<file path="src/pkg/hie_pkg.sv">
/*
 * constants shared by the channel 3 host interrupt enable block: register
 * offsets, bit positions, reset values and request indices.
 * assumes an 8-bit local register port and one 100 MHz clock.
 */

package hie_pkg;

	// ****************************************************************
	// register port
	// ****************************************************************
	localparam int ADDR_W = 4;
	localparam int DATA_W = 8;

	localparam logic [ADDR_W-1:0] OFS_ENABLE = 4'h0;
	localparam logic [ADDR_W-1:0] OFS_CTRL   = 4'h1;
	localparam logic [ADDR_W-1:0] OFS_STATUS = 4'h2;
	localparam logic [ADDR_W-1:0] OFS_MASK   = 4'h3;

	// ****************************************************************
	// field positions
	// ****************************************************************
	localparam int BIT_IRQ10  = 6;
	localparam int BIT_IRQ9   = 5;
	localparam int BIT_IRQ6   = 4;
	localparam int BIT_DIRECT = 0;

	// request order used on the internal carrier and by the enable helpers
	localparam int REQ_W     = 3;
	localparam int REQ_IRQ6  = 0;
	localparam int REQ_IRQ9  = 1;
	localparam int REQ_IRQ10 = 2;

	localparam int ST_W       = 3;
	localparam int ST_OBF_SET = 0;
	localparam int ST_AUTO_CL = 1;
	localparam int ST_LPC_RST = 2;

	// ****************************************************************
	// reset values
	// ****************************************************************
	localparam logic [REQ_W-1:0] ENABLE_RST = 3'h0;
	localparam logic             DIRECT_RST = 1'b0;
	localparam logic [ST_W-1:0]  STATUS_RST = 3'h0;
	localparam logic [ST_W-1:0]  MASK_RST   = 3'h0;
	localparam logic [DATA_W-1:0] RDATA_RST = 8'h00;

	// ****************************************************************
	// helpers
	// ****************************************************************
	// enable bits out of a register byte, in request order
	function automatic logic [REQ_W-1:0] hie_pick_en(input logic [DATA_W-1:0] b);
		hie_pick_en = {b[BIT_IRQ10], b[BIT_IRQ9], b[BIT_IRQ6]};
	endfunction

	// request-order enables placed back at their byte positions
	function automatic logic [DATA_W-1:0] hie_place_en(input logic [REQ_W-1:0] e);
		logic [DATA_W-1:0] b;
		b = 8'h00;
		b[BIT_IRQ10] = e[REQ_IRQ10];
		b[BIT_IRQ9]  = e[REQ_IRQ9];
		b[BIT_IRQ6]  = e[REQ_IRQ6];
		hie_place_en = b;
	endfunction

endpackage

</file>
<file path="src/pkg/hie_req_if.sv">
/*
 * carrier between the enable register logic and the request generator.
 * assumes both ends run on the same clock.
 */
`timescale 1ns/1ps
`default_nettype none

interface hie_req_if;
	logic [hie_pkg::REQ_W-1:0] en;
	logic                      direct;
	logic                      obf;
	logic [hie_pkg::REQ_W-1:0] other;
	logic [hie_pkg::REQ_W-1:0] req;

	modport ctl (output en, output direct, output obf, output other, input req);
	modport gen (input en, input direct, input obf, input other, output req);
endinterface

`default_nettype wire

</file>
<file path="src/hw/hie_req_gen.sv">
/*
 * turns channel 3 enables, mode and output-full flag into registered host
 * interrupt request levels, merged with requests of the other channels.
 * assumes a synchronous active-high reset on the shared clock.
 */
`timescale 1ns/1ps
`default_nettype none

module hie_req_gen (
	// clock and reset
	input  wire logic ref_clk,
	input  wire logic reset,
	// carrier
	hie_req_if.gen    rq
);
	import hie_pkg::*;

	logic [REQ_W-1:0] req_r;
	logic [REQ_W-1:0] req_nxt;
	logic [REQ_W-1:0] ch3_req;

	// ****************************************************************
	// request decision
	// ****************************************************************
	always_comb begin
		if (rq.direct) begin
			ch3_req = rq.en;
		end else begin
			ch3_req = rq.en & {REQ_W{rq.obf}};
		end
		req_nxt = ch3_req | rq.other;
	end

	always_ff @(posedge ref_clk) begin
		if (reset) begin
			req_r <= 3'h0;
		end else begin
			req_r <= req_nxt;
		end
	end

	assign rq.req = req_r;

endmodule

`default_nettype wire

</file>
<file path="src/hw/hie_ch3_top.sv">
/*
 * channel 3 host interrupt enable block: enable bits for host irq 10, 9
 * and 6, their read-then-write set guard, automatic clearing, a small
 * event status/mask unit and the registered host request lines.
 * register map, one byte each:
 *   0 enable: bit 6 irq 10, bit 5 irq 9, bit 4 irq 6
 *   1 ctrl:   bit 0 direct request mode
 *   2 status: bit 0 flag rose, bit 1 live enables auto-cleared,
 *             bit 2 lpc reset seen; a read clears it
 *   3 mask:   same layout as status
 * assumes a local register port with read data one cycle after the read
 * strobe, synchronous inputs, and lpc resets given as synchronous levels.
 * the host never reaches these registers; only the lpc resets and the
 * request lines cross to its side.
 */
// The implementer's own choices: strobed register access and the register addresses.
`timescale 1ns/1ps
`default_nettype none

module hie_ch3_top (
	// clock and reset
	input  wire logic                       ref_clk,
	input  wire logic                       reset,
	// local register port
	input  wire logic [hie_pkg::ADDR_W-1:0] reg_addr,
	input  wire logic [hie_pkg::DATA_W-1:0] reg_wdata,
	input  wire logic                       reg_wr,
	input  wire logic                       reg_rd,
	output logic      [hie_pkg::DATA_W-1:0] reg_rdata,
	// channel 3 state
	input  wire logic                       ch3_output_full_flag,
	// lpc resets
	input  wire logic                       lpc_hw_reset,
	input  wire logic                       lpc_sw_reset,
	// requests of the other channels
	input  wire logic                       other_irq6_req,
	input  wire logic                       other_irq9_req,
	input  wire logic                       other_irq10_req,
	// host request lines
	output logic                            host_irq_line_6,
	output logic                            host_irq_line_9,
	output logic                            host_irq_line_10,
	// local interrupt
	output logic                            irq
);
	import hie_pkg::*;

	// ****************************************************************
	// helpers
	// ****************************************************************
	// one register hit: strobe high and the address on the offset
	function automatic logic hie_hit(
		input              strobe,
		input [ADDR_W-1:0] addr,
		input [ADDR_W-1:0] ofs
	);
		hie_hit = strobe && (addr == ofs);
	endfunction

	// a status-layout value widened to a register byte
	function automatic logic [DATA_W-1:0] hie_st_byte(
		input [ST_W-1:0] s
	);
		hie_st_byte = {{(DATA_W-ST_W){1'b0}}, s};
	endfunction

	// ****************************************************************
	// state
	// ****************************************************************
	logic [REQ_W-1:0]  en_r;
	logic [REQ_W-1:0]  en_nxt;
	logic [REQ_W-1:0]  armed_r;
	logic [REQ_W-1:0]  armed_nxt;
	logic              direct_r;
	logic              obf_prev_r;
	logic [ST_W-1:0]   status_r;
	logic [ST_W-1:0]   status_nxt;
	logic [ST_W-1:0]   status_set;
	logic [ST_W-1:0]   mask_r;
	logic [DATA_W-1:0] rdata_r;
	logic [DATA_W-1:0] rdata_nxt;
	logic              irq_r;
	logic [DATA_W-1:0] en_byte;
	logic [DATA_W-1:0] ctrl_byte;
	logic [DATA_W-1:0] status_byte;
	logic [DATA_W-1:0] mask_byte;

	// ****************************************************************
	// decode
	// ****************************************************************
	logic             wr_enable;
	logic             wr_ctrl;
	logic             wr_mask;
	logic             rd_enable;
	logic             rd_status;
	logic             obf_rise;
	logic             obf_fall;
	logic             lpc_clr;
	logic             auto_clr;
	logic [REQ_W-1:0] wr_bits;
	logic             ev_obf_set;
	logic             ev_auto_cl;
	logic             ev_lpc_rst;

	assign wr_enable = hie_hit(reg_wr, reg_addr, OFS_ENABLE);
	assign wr_ctrl   = hie_hit(reg_wr, reg_addr, OFS_CTRL);
	assign wr_mask   = hie_hit(reg_wr, reg_addr, OFS_MASK);
	assign rd_enable = hie_hit(reg_rd, reg_addr, OFS_ENABLE);
	assign rd_status = hie_hit(reg_rd, reg_addr, OFS_STATUS);
	assign wr_bits   = hie_pick_en(reg_wdata);

	// the flag is taken as synchronous, so one stage of history suffices
	assign obf_rise = ch3_output_full_flag && !obf_prev_r;
	assign obf_fall = !ch3_output_full_flag && obf_prev_r;
	assign lpc_clr  = lpc_hw_reset || lpc_sw_reset;
	assign auto_clr = !direct_r && obf_fall;

	// history resets low like the idle flag, so no false rise follows reset
	always_ff @(posedge ref_clk) begin
		if (reset) begin
			obf_prev_r <= 1'b0;
		end else begin
			obf_prev_r <= ch3_output_full_flag;
		end
	end

	// ****************************************************************
	// enable bits
	// ****************************************************************
	// hardware clears outrank a software write in the same cycle, so a
	// stale write can never re-arm a request the channel just retired;
	// a written 0 lands armed or not, so software can always withdraw
	always_comb begin
		en_nxt = en_r;
		if (lpc_clr) begin
			en_nxt = ENABLE_RST;
		end else if (auto_clr) begin
			en_nxt = ENABLE_RST;
		end else if (wr_enable) begin
			for (int i = 0; i < REQ_W; i++) begin
				if (!wr_bits[i]) begin
					en_nxt[i] = 1'b0;
				end else if (armed_r[i]) begin
					en_nxt[i] = 1'b1;
				end
			end
		end
	end

	always_ff @(posedge ref_clk) begin
		if (reset) begin
			en_r <= ENABLE_RST;
		end else begin
			en_r <= en_nxt;
		end
	end

	// ****************************************************************
	// read-then-write guard
	// ****************************************************************
	// a bit is armed by a read that returns it as 0; any write to the
	// enable register consumes the arming, used or not
	// arming is per bit: a read that finds a bit set leaves it unarmed
	always_comb begin
		armed_nxt = armed_r;
		if (lpc_clr || wr_enable) begin
			armed_nxt = {REQ_W{1'b0}};
		end else if (rd_enable) begin
			armed_nxt = armed_r | ~en_r;
		end
	end

	always_ff @(posedge ref_clk) begin
		if (reset) begin
			armed_r <= {REQ_W{1'b0}};
		end else begin
			armed_r <= armed_nxt;
		end
	end

	// ****************************************************************
	// control
	// ****************************************************************
	// lpc resets leave the mode alone; only the system reset or a ctrl write of 0 clears it
	always_ff @(posedge ref_clk) begin
		if (reset) begin
			direct_r <= DIRECT_RST;
		end else if (wr_ctrl) begin
			direct_r <= reg_wdata[BIT_DIRECT];
		end
	end

	// ****************************************************************
	// status events
	// ****************************************************************
	// an auto clear only counts when it retires a live enable
	assign ev_obf_set = obf_rise;
	assign ev_auto_cl = auto_clr && (en_r != ENABLE_RST);
	assign ev_lpc_rst = lpc_clr;

	// ****************************************************************
	// event status and mask
	// ****************************************************************
	// each status bit is sticky until software reads the register
	always_comb begin
		status_set             = {ST_W{1'b0}};
		status_set[ST_OBF_SET] = ev_obf_set;
		status_set[ST_AUTO_CL] = ev_auto_cl;
		status_set[ST_LPC_RST] = ev_lpc_rst;
		// a new event in the read cycle survives the read-clear
		status_nxt = (rd_status ? {ST_W{1'b0}} : status_r) | status_set;
	end

	always_ff @(posedge ref_clk) begin
		if (reset) begin
			status_r <= STATUS_RST;
		end else begin
			status_r <= status_nxt;
		end
	end

	always_ff @(posedge ref_clk) begin
		if (reset) begin
			mask_r <= MASK_RST;
		end else if (wr_mask) begin
			mask_r <= reg_wdata[ST_W-1:0];
		end
	end

	// ****************************************************************
	// local interrupt
	// ****************************************************************
	// one cycle behind the status bits; keeps the output a plain flop
	always_ff @(posedge ref_clk) begin
		if (reset) begin
			irq_r <= 1'b0;
		end else begin
			irq_r <= |(status_r & mask_r);
		end
	end

	// ****************************************************************
	// read data
	// ****************************************************************
	// register images as software sees them
	always_comb begin
		ctrl_byte             = RDATA_RST;
		ctrl_byte[BIT_DIRECT] = direct_r;
	end

	assign en_byte     = hie_place_en(en_r);
	assign status_byte = hie_st_byte(status_r);
	assign mask_byte   = hie_st_byte(mask_r);

	// data stand only in the cycle after the strobe; unmapped reads give 0
	always_comb begin
		rdata_nxt = RDATA_RST;
		if (reg_rd) begin
			unique case (reg_addr)
				OFS_ENABLE: rdata_nxt = en_byte;
				OFS_CTRL:   rdata_nxt = ctrl_byte;
				OFS_STATUS: rdata_nxt = status_byte;
				OFS_MASK:   rdata_nxt = mask_byte;
				default:    rdata_nxt = RDATA_RST;
			endcase
		end
	end

	always_ff @(posedge ref_clk) begin
		if (reset) begin
			rdata_r <= RDATA_RST;
		end else begin
			rdata_r <= rdata_nxt;
		end
	end

	// ****************************************************************
	// request generation
	// ****************************************************************
	hie_req_if rq ();

	assign rq.en               = en_r;
	assign rq.direct           = direct_r;
	assign rq.obf              = ch3_output_full_flag;
	// one driver for the whole vector, packed in request order 10, 9, 6
	assign rq.other            = {other_irq10_req, other_irq9_req, other_irq6_req};

	hie_req_gen u_req_gen (
		.ref_clk (ref_clk),
		.reset   (reset),
		.rq      (rq.gen)
	);

	// ****************************************************************
	// outputs
	// ****************************************************************
	assign reg_rdata        = rdata_r;
	assign host_irq_line_6  = rq.req[REQ_IRQ6];
	assign host_irq_line_9  = rq.req[REQ_IRQ9];
	assign host_irq_line_10 = rq.req[REQ_IRQ10];
	assign irq              = irq_r;

endmodule

`default_nettype wire

</file>
<file path="config.mk">
export PLATFORM = sky130hd
export DESIGN_NAME = hie_ch3_top
export DESIGN_NICKNAME = d
export VERILOG_FILES = /design/src/pkg/hie_pkg.sv /design/src/pkg/hie_req_if.sv /design/src/hw/hie_req_gen.sv /design/src/hw/hie_ch3_top.sv
export SDC_FILE = /design/constraint.sdc
export NUM_CORES = 1
export LEC_CHECK = 0
export BUFFER_PORTS_ARGS = -buffer_cell sky130_fd_sc_hd__buf_4
export CORE_MARGIN = 1
export CORE_UTILIZATION = 48
export DETAILED_ROUTE_END_ITERATION = 6
export PLACE_DENSITY_LB_ADDON = 0.2
export REMOVE_ABC_BUFFERS = 1
export SLEW_MARGIN = 20
export SYNTH_ARGS = -nofsm -noshare
export SYNTH_HDL_FRONTEND = slang
export SYNTH_HIERARCHICAL = 1
export SYNTH_SLANG_ARGS = --single-unit
</file>
<file path="constraint.sdc">
create_clock -name ref_clk -period 1 [get_ports ref_clk]
set_input_delay 0.05 -clock ref_clk [delete_from_list [all_inputs] [get_ports ref_clk]]
set_output_delay 0.05 -clock ref_clk [all_outputs]
set_load 0.01 [all_outputs]
</file>
# Word-level counts from Yosys, hierarchy flattened
# Cells that the tools add are included.
# totals
regBits	26
inputBits	22
# op_classes
n_eq_ne	6
muxes	9
n_bitwise	7
reduce_logical	23
# ops
operator	n
$pmux W7 S4	1
$logic_and A1 B1 Y1	9
$or A3 B3 Y3	3
$eq A4 B2 Y1 const B	2
$and A3 B3 Y3	2
$mux W1	6
$mux W3	2
$ne A2 B1 Y1 const B	3
$reduce_and A2 Y1	3
$reduce_or A3 Y1	2
$eq A4 B1 Y1 const B	1
$logic_not A4 Y1	1
$reduce_or A2 Y1	2
$logic_not A1 Y1	3
$not A3 Y3	1
$reduce_bool A3 Y1	1
$logic_or A1 B1 Y1	2
$not A1 Y1	1

# Logic depth before layout (Yosys ltp)
# Gate-level depths: netlist (run 1).
# depth
word_depth	5
mapped_depth	4
mapped_depth_nobuf	3

# Hierarchy
# The synthesis (run 1) kept the hierarchy.
# by_module_without_submodules
mod	n_inst	cells_each	area_each_um2	seq_area_each_um2
hie_ch3_top	1	92	892.1	420.4
hie_req_gen	1	12	101.3	60.1

# Least setup slack after synthesis (run 1)
# No wires, ideal clock.
# synth_path
path_kind	register -> register
startpoint	register direct_r
endpoint	register en_r[0]
setup_time_ps	138
arrival_ps	772
t_required_ps	862
slack_ps	90
path_stages_with_launch	4
n_path_buf	0
cell_sequence	dfxtp_1 -> nand2b_1 -> o21ai_0 -> a211oi_1
# synth_via
elab_chain_cells	3
# synth_lines
element	line	rtl
start, declared	hie_ch3_top.sv:74	logic direct_r;
start signal, assigned	hie_ch3_top.sv:189	direct_r <= reg_wdata[BIT_DIRECT];
$logic_not A1 Y1	hie_ch3_top.sv:116	assign auto_clr = !direct_r && obf_fall;
$logic_and A1 B1 Y1	hie_ch3_top.sv:116	
$reduce_or A3 Y1 (no source line)	n/a	
end signal, assigned	hie_ch3_top.sv:154	en_r <= en_nxt;
end, declared	hie_ch3_top.sv:70	logic [REQ_W-1:0] en_r;
# Every way passes these cells.
# A chain may end at the register's enable or synchronous reset.

# Worst setup path in the final report (run 1)
# layout_path
startpoint	register status_r[0]
endpoint	register rdata_r[0] (netlist: reg_rdata[0])
# layout_via
elab_chain_cells	1
# layout_lines
element	line	rtl
start, declared	hie_ch3_top.sv:76	logic [ST_W-1:0] status_r;
start signal, assigned	hie_ch3_top.sv:218	status_r <= status_nxt;
$pmux W7 S4	hie_ch3_top.sv:259	unique case (reg_addr)
end signal, assigned	hie_ch3_top.sv:273	rdata_r <= rdata_nxt;
end, declared	hie_ch3_top.sv:80	logic [DATA_W-1:0] rdata_r;
# Every way passes these cells.

==> metrics.txt, run 1 <==
register bit total from synthesis 24; clk sinks 24; Layout area overhead 32.49%; Core Area just under 2000 µm²; mean post-synth cell area 9.552 µm²; Synth Area in Compound Gates between 10% and 20%; Period minus WS final 945.5 ps; number of synthesized flops with an enable pin 0; Yosys top cell area share 48.36%; DRC violation count after routing 0; worst setup path end reg_rdata[0]; RSZ-0062 raised after global routing no; num rows 16; CTS tree built; worst reg2reg startpoint status_r[0]; gr usage total 19.91%; GP Congestion ~0.76; Worst-Skew Late Latency around 300 ps; asr flop ratio synth 0%; Top FF cell, synth dfxtp_1; Tcrit/Tclk final a little over nine tenths; Post-Syn Area 993.5 µm²; fraction of layout cells with a size suffix above 1 30.50%; clk slew on worst S/H paths 120 ps; worst-path cell chain mux2_2 > a22oi_1 > nor3b_1; Initial Util about 50%; number of global-route vias before repair slightly below 700; Iteration-0 DRC Markers 29; Filler cells around 180; cts bufs inserted 3; post-synthesis mux area share under 10%; total power divided by cell area 1211 nW/µm²; setup TNS 0 ps; via count 860; worst r2r dst reg_rdata[0]; I/O Pins 34; status finished, final reports clean; met2 WL 900 µm; crit path max fanout 3; top sig layer met4; post-synthesis xor/xnor area fraction 0%; maximum number of pins on one net before global-route repair 13; Final nets 165; Slew Viols, Final 0; WP data arrival 1150 ps; worst-path cell with the longest stage delay dfxtp_1; post-synthesis sequential area ratio about 48%; post-synthesis adder-cell area fraction 0%; clock buffer depth 2; setup bufs post-CTS 0; r2r setup slk 50 ps; initial antenna violation count 0; crit path launch status_r[0]; ANT cells 0; Initial DRT Pass Iterations 4; Unique masters post-synth 33; Die W 47.50 µm; largest cells by area after synthesis dfxtp_1 48%, mux2i_1 6.0%, nand2b_1 5.0%; leakage power between 0.5 and 0.6 nW; Worst path max stage delay approximately 350 ps; final WL 1999 µm; drt wl/cell 11.90 µm; first-pass GRT wire length between 3000 and 4000 µm; crit path kind reg2reg; Setup Viol. Count Final 0; die area ~2300 µm²; crit path capture type register; GR Overflow Total 0; synth warn 6; vias per cell 5.119; final hold vios 0; post-synthesis simple-gate area fraction a little under a quarter; Post-Syn Instances 104; HP Class in2reg; metal3 WL 138 µm; Peak supply drop between 0.7 and 0.8 mV; H-tree depth 1; Crit path required time 1200 ps; startpoint types register; largest family of logic cells by synthesized area simple AND/OR/NAND/NOR gates; f_max 1058 MHz; Vert. Die Dim about 47 µm; reg2reg path depth 3; Port Buf Inserts 29; HPWL Detailed roughly 1500 µm; skew final 0.6435 ps; Detail Route Antenna Nets 0; post-synth top area cell dfxtp_1; wl on met1 944 µm; max-capacitance violation count 0; worst hold margin 1.731 ps; Root Buffer clkbuf_4
## worst max-delay path: cells and delay by family (launching register included)
kind,cells,cell delay [ps]
and+or+nand+nor,1,70
muxes,1,260
DFF,1,350
AOI/OAI and AO/OA,1,170
## cell type report
class	instances	area, µm²	area share, %
repair buffers	39	302.8	23.00
flip-flops and latches	24	480.5	36.50
multi-input cells	70	457.9	34.79
inverters	5	18.77	1.426
clock buffers	3	22.52	1.711
well taps	27	33.78	2.567
## layer usage
layer  vias up  global-route usage [%]
met5         -                       0
met4         0                   6.857
met3         4                   3.774
met2        42                   30.68
met1       380                   27.84
li1        434                       -
## where the power goes
| part | switching [mW] | internal (mW) | total, mW |
|---|---|---|---|
| Clock | 0.258 | 0.140 | 0.398 |
| Sequential | 0.0109 | 0.976 | 0.987 |
| Combinational | 0.0918 | 0.117 | 0.209 |
## per-stage QoR
| step | std cells | util, % | worst slack, ps | total power, mW | cell area (µm²) |
|---|---|---|---|---|---|
| global route | 168 | 67.09 | 8.674 | 1.686 | 1316 |
| floorplan | 99 | - | 90.10 | 1.082 | 957.2 |
| detailed placement | 161 | 63.90 | 3.647 | 1.201 | 1254 |
| global placement | 161 | 63.90 | 36.70 | 1.198 | 1254 |
| finish | 168 | 67.09 | 54.51 | 1.594 | 1316 |
| CTS | 167 | 66.58 | 20.46 | 1.596 | 1306 |
## cell usage in the layout, fill, tap and decap left out, drive strengths merged
cell type / n
buf: 35
dfxtp: 24
nor2: 11
nand2b: 8
mux2i: 6
a21oi: 6
inv: 5
nor3: 5
a31oi: 4
o21ai: 4
dlygate4sd3: 4
nor3b: 4
and2: 3
a211oi: 3
clkbuf: 3
nor2b: 2
conb: 2
a22o: 1
and3: 1
or2: 1
nand3b: 1
mux2: 1
a22oi: 1
a21bo: 1
nand2: 1
o2bb2ai: 1
a222oi: 1
nor4: 1
a21o: 1
## cell families after synthesis
family                 count (synthesis)
AO/OA/AOI/OAI                         23
buffers and inverters                 11
flip-flops                            24
multiplexers                           7
other                                  1
AND/OR/NAND/NOR                       38
## Yosys cell counts (2+ instances only)
library cell  count
a211oi_1          3
a21oi_1           6
a31oi_1           4
and2_1            3
buf_2             2
buf_4             2
dfxtp_1          24
inv_1             5
mux2i_1           6
nand2b_1          8
nor2_1           11
nor2b_1           2
nor3_1            5
nor3b_2           2
o21ai_1           3
## repair_timing
item                                    4_1_cts  5_1_grt
gates resized for setup                       0        1
hold buffers                                  3        1
endpoints found under the setup margin        0        3
hold endpoints to repair                      3        1
## sequential cells by signal (all words and copies together) (netlist names)
signal	cells
armed_r	3
u_req_gen/rq.req	3
mask_r	3
status_r	3
en_r	3
irq	1
obf_prev_r	1
reg_rdata	6
direct_r	1
## worst min path at each step
| stage | startpoint | end | cells past startpoint |
|---|---|---|---|
| after floorplan | reset | u_req_gen/rq.req[0] | 1 |
| after CTS | reg_wdata[2] | mask_r[2] | 3 |
| after global routing | lpc_hw_reset | status_r[2] | 3 |
| after global placement | other_irq6_req | u_req_gen/rq.req[0] | 3 |
| final | reg_wdata[2] | mask_r[2] | 3 |
| after detailed placement | other_irq9_req | u_req_gen/rq.req[1] | 3 |
Power figures use the tool's default switching activity.
==> inputs of run 2 (changes only) <==
BUFFER_PORTS_ARGS = default   (was -buffer_cell sky130_fd_sc_hd__buf_4)
CORE_UTILIZATION = 59   (was 48)
DONT_BUFFER_PORTS = 1   (was default)
==> run 2 against run 1 <==
  * The run now ends with negative hold slack left
  * Worst hold slack worse by 210 ps
  * Clock power hardly changed
  * Critical path depth stayed put
  * Non-clock buffer count is 25 lower
  * Combinational power is 35% lower
  * First-iteration DRC count is 31% lower
  * Sequential share of layout area is 5.4 points higher
  * Routed wire length is 0.10% lower
  * Clock-buffer cell count stayed put
  * Largest cell class unchanged
  * Sequential power is 0.5% higher
==> metrics.txt, run 2 (synthesis results as in run 1) <==
maximum number of pins on one net before global-route repair 20 (+7); crit path kind reg2reg; number of global-route vias before repair 745 (+8.6%); Crit path required time 1190 ps (about the same); Switching Fraction 21.72% (-0.91 points); Post-Layout Cell Count 132 (-21%); crit path launch direct_r; drt wl/cell 15.13 µm (+27%); WP data arrival 1120 ps (-30 ps); CTS tree built; Tcrit/Tclk final 92.86% (-1.7 points); RSZ-0062 raised after global routing no; initial antenna violation count 0 (unchanged); fraction of layout cells with a size suffix above 1 12.07% (-18 points); max reg flops 6 (unchanged); GR Overflow Total 0 (unchanged); leakage power 0.4513 nW (-21%); beginning of the worst hold path reset; HPWL Detailed 1258 µm (-16%); final core occ 74.43% (+7.3 points); Pint 1.194 mW (-3.2%); setup TNS 0 ps (unchanged); clock buffer depth 2 (unchanged); Period minus WS final 928.6 ps (-16.93 ps); Die W 43.04 µm (-9.4%); num rows 14 (-2); f_max 1077 MHz (+1.8%); placed cells 118 (-27%); Slew Viols, Final 0 (unchanged); Comb pwr share 8.9% (-4.2 points); HP Class in2reg; hold_buf cts 11 (+8); clk slew on worst S/H paths 120 ps (about the same); skew final 5.561 ps (+4.917 ps); Iteration-0 DRC Markers 20 (-31%); ANT cells 0 (unchanged); GP Congestion 0.7641 (+1.0%); commonest cells after routing, fill and taps aside 24 x dfxtp_1, 11 x nor2_1, 10 x dlygate4sd3_1; switching pwr 0.3312 mW (-8.2%); Final Instance Area 1147 µm² (-13%); clk sinks 24 (unchanged); cts bufs inserted 3 (unchanged); worst path bufs/invs 0 (unchanged); startpoint types register; sequential power share 65.1% (+3.2 points); Vert. Die Dim 43.04 µm (-9.4%); H-tree depth 1 (unchanged); max-capacitance violation count 0 (unchanged); total power divided by cell area 1329 nW/µm² (+9.7%); failing checks negative hold slack; via count 775 (-9.9%); worst reg2reg startpoint direct_r; final hold vios 16 (+16); worst-path cell chain nand2b_1 > o21ai_1 > a211oi_1; gr usage total 23.83% (+3.9 points); I/O Pins 34 (unchanged); Initial Util 64.45% (+14 points); DRC violation count after routing 0 (unchanged); worst hold margin -205.0 ps (-206.7 ps); most common cell after layout, fill and taps aside dfxtp_1; Worst-Skew Late Latency 310 ps (about the same); Root Buffer clkbuf_4; crit path capture type register; crit path max fanout 3 (unchanged); worst-path cell with the longest stage delay dfxtp_1; clock power share 26.0% (+1.0 points); Setup Viol. Count Final 0 (unchanged); Port Buf Inserts 0 (-100%); Final nets 140 (-15%); vias per cell 5.871 (+15%); CP delay by family, top compound AO/OA/AOI/OAI gates; Core Area 1541 µm² (-21%); area post-placement 999.7 µm² (-20%); Layout area overhead 15.49%; die area 1852 µm² (-18%); first-pass GRT wire length 3270 µm (+6.0%); Worst path max stage delay 330 ps (-20 ps); Initial DRT Pass Iterations 4 (unchanged); final WL 1997 µm (-0.10%); status finished with violations; Peak supply drop 0.7131 mV (-3.2%); Detail Route Antenna Nets 0 (unchanged)
[run 2: what timing repair did]
| action | CTS | global route |
|---|---|---|
| setup endpoints to repair | 0 | 4 |
| buffers inserted | 0 | 0 |
| endpoints found under the hold margin | 24 | 16 |
| gates resized for setup | 0 | 5 |
[run 2: power groups by stage]
stage               clock network (mW)  logic, mW  registers [mW]
floorplan                            0     0.0720            1.01
global placement                     0     0.0851            1.01
detailed placement                   0     0.0872            1.01
CTS                              0.411      0.129           0.992
global route                     0.462      0.150           0.995
finish                           0.396      0.136           0.992
[run 2: final cells by class]
type / instances / area (µm²)
multi-input combinational: 70 / 470.5
inverter: 5 / 18.77
fill: 122 / 394.1
timing repair buffer: 14 / 135.1
sequential: 24 / 480.5
clock buffer: 3 / 22.52
tap: 16 / 20.02
[run 2: routing by layer]
metal | routed length, µm | share of wire (%) | up-vias | track usage, %
li1 | - | - | 386 | -
met1 | 914 | 46 | 352 | 29.18
met2 | 957 | 48 | 33 | 38.79
met3 | 100 | 5.0 | 4 | 4.681
met4 | 24 | 1.2 | 0 | 13.33
met5 | 0 | 0 | - | 0
[run 2: worst paths after layout]
| kind | endpoint | slack (ps) | cells after the start |
|---|---|---|---|
| max | en_r[2] | 70 | 3 |
| min reg2reg | armed_r[0] | 500 | 2 |
| max reg2reg | en_r[2] | 70 | 3 |
| min | u_req_gen/rq.req[0] | -200 | 1 |
[run 2: metrics by stage]
| stage | total power, mW | setup WS [ps] |
|---|---|---|
| 2_1_floorplan | 1.082 | 90.10 |
| 3_3_place_gp | 1.098 | 72.90 |
| 3_5_place_dp | 1.101 | 60.61 |
| 4_1_cts | 1.532 | 26.02 |
| 5_1_grt | 1.607 | 21.50 |
| 6_report | 1.525 | 71.45 |
==> inputs of run 3 (changes only) <==
PLACE_DENSITY = 0.75   (was default)
PLACE_DENSITY_LB_ADDON = default   (was 0.2)
==> run 3 against run 2 <==
  * The flow still finishes with violations (negative hold slack)
  * Sequential power hardly changed
  * Register-to-register slack worse by 30 ps
  * Clock power is 21% higher
  * Core utilization is 0.24 points higher
  * Die area stayed put
  * Global-route usage is 0.22 points lower
==> metrics.txt, run 3 (synthesis results as in run 1) <==
setup bufs post-CTS 0 (unchanged); Tcrit/Tclk final 96.12% (+3.3 points); Final nets 139 (-0.71%); clk sinks 24 (unchanged); I/O Pins 34 (unchanged); maximum number of pins on one net before global-route repair 20 (unchanged); clock buffer depth 2 (unchanged); max reg flops 6 (unchanged); clk slew on worst S/H paths 120 ps (about the same); ANT cells 0 (unchanged); WP data arrival 1160 ps (+40 ps); final hold vios 16 (unchanged); die area 1852 µm² (unchanged); Port Buf Inserts 0 (unchanged); r2r setup slk 40 ps (-30 ps); top sig layer met4; worst hold margin -195.6 ps (+9.336 ps); Detail Route Antenna Nets 0 (unchanged); hold_buf cts 10 (-1); leakage power 0.4530 nW (+0.36%); crit path max fanout 3 (unchanged); Core Area 1541 µm² (unchanged); crit path kind reg2reg; Iteration-0 DRC Markers 15 (-25%); Vert. Die Dim 43.04 µm (unchanged); H-tree depth 1 (unchanged); Period minus WS final 961.2 ps (+32.66 ps); CTS tree built; final core occ 74.68% (+0.24 points); Worst-Skew Late Latency 300 ps (about the same); Crit path required time 1200 ps (about the same); HP Class in2reg; total power divided by cell area 1396 nW/µm² (+5.1%); via count 780 (+0.65%); first-pass GRT wire length 3215 µm (-1.7%); startpoint types register; fraction of layout cells with a size suffix above 1 12.93% (+0.86 points); RSZ-0062 raised after global routing no; Initial DRT Pass Iterations 4 (unchanged); commonest cells after routing, fill and taps aside 24 x dfxtp_1, 11 x nor2_1, 9 x dlygate4sd3_1; skew final 1.756 ps (-3.805 ps); cts bufs inserted 3 (unchanged); Peak supply drop 0.8553 mV (+20%); number of global-route vias before repair 752 (+0.94%); Setup Viol. Count Final 0 (unchanged); failing checks negative hold slack; vias per cell 5.909 (+0.65%); metal3 WL 96 µm (-4.0%); GR Overflow Total 0 (unchanged); num rows 14 (unchanged); HPWL Detailed 1323 µm (+5.1%); gr usage total 23.61% (-0.22 points); max-capacitance violation count 0 (unchanged); crit path capture type register; Die W 43.04 µm (unchanged); final WL 1903 µm (-4.7%); Initial Util 64.45% (unchanged); most common cell after layout, fill and taps aside dfxtp_1; f_max 1040 MHz (-3.4%); status finished with violations; wl on met1 824 µm (-9.8%); GP Congestion 0.7919 (+3.6%); initial antenna violation count 0 (unchanged); setup TNS 0 ps (unchanged); drt wl/cell 14.42 µm (-4.7%); Slew Viols, Final 0 (unchanged); Root Buffer clkbuf_4; met2 WL 925 µm (-3.3%); DRC violation count after routing 0 (unchanged); Layout area overhead 15.87%
run 3: routing by layer:
metal,vias up,global-route usage [%]
met2,35,38.48
met5,-,0
met3,9,4.255
li1,382,-
met4,0,10.91
met1,354,30.13
run 3: area by class of cell:
cell class,instances,area (µm²)
Sequential cell,24,480.5
Multi-Input combinational cell,70,470.5
Fill cell,122,390.4
Timing Repair Buffer,13,125.1
Clock buffer,4,36.28
Tap cell,16,20.02
Inverter,5,18.77
run 3: path summary, 6_finish.rpt:
path / depth (start not counted) / start / to
max: 3 / status_r[0] / reg_rdata[0]
max reg2reg: 3 / status_r[0] / reg_rdata[0]
min: 1 / reset / irq
min reg2reg: 2 / armed_r[2] / armed_r[2]
run 3: through the flow:
stage / worst slack (ps) / area [µm²] / instances / hold slack (ps) / power [mW]
finish: 38.78 / 1151 / 132 / -195.6 / 1.607
global route: 8.919 / 1151 / 132 / -224.5 / 1.680
CTS: 27.32 / 1136 / 132 / -216.7 / 1.628
detailed placement: 57.53 / 999.7 / 118 / 123.9 / 1.102
global placement: 83.69 / 999.7 / 118 / 123.1 / 1.098
floorplan: 90.10 / 957.2 / 99 / 119.1 / 1.082
run 3: power by group:
group,internal [mW],leakage [nW],switching (mW)
clock network,0.222,0.0210,0.259
logic,0.0746,0.237,0.0576
registers,0.976,0.195,0.0180
run 3: critical path, cell delays in order, from the launching register on:
cell     delay [ps]
dfxtp_1         360
mux2_2          260
a22oi_1         170
nor3b_2          70
run 3: what timing repair did:
item | in CTS | in global routing
hold endpoints to repair | 24 | 16
gates resized for setup | 0 | 5
endpoints found under the setup margin | 0 | 5
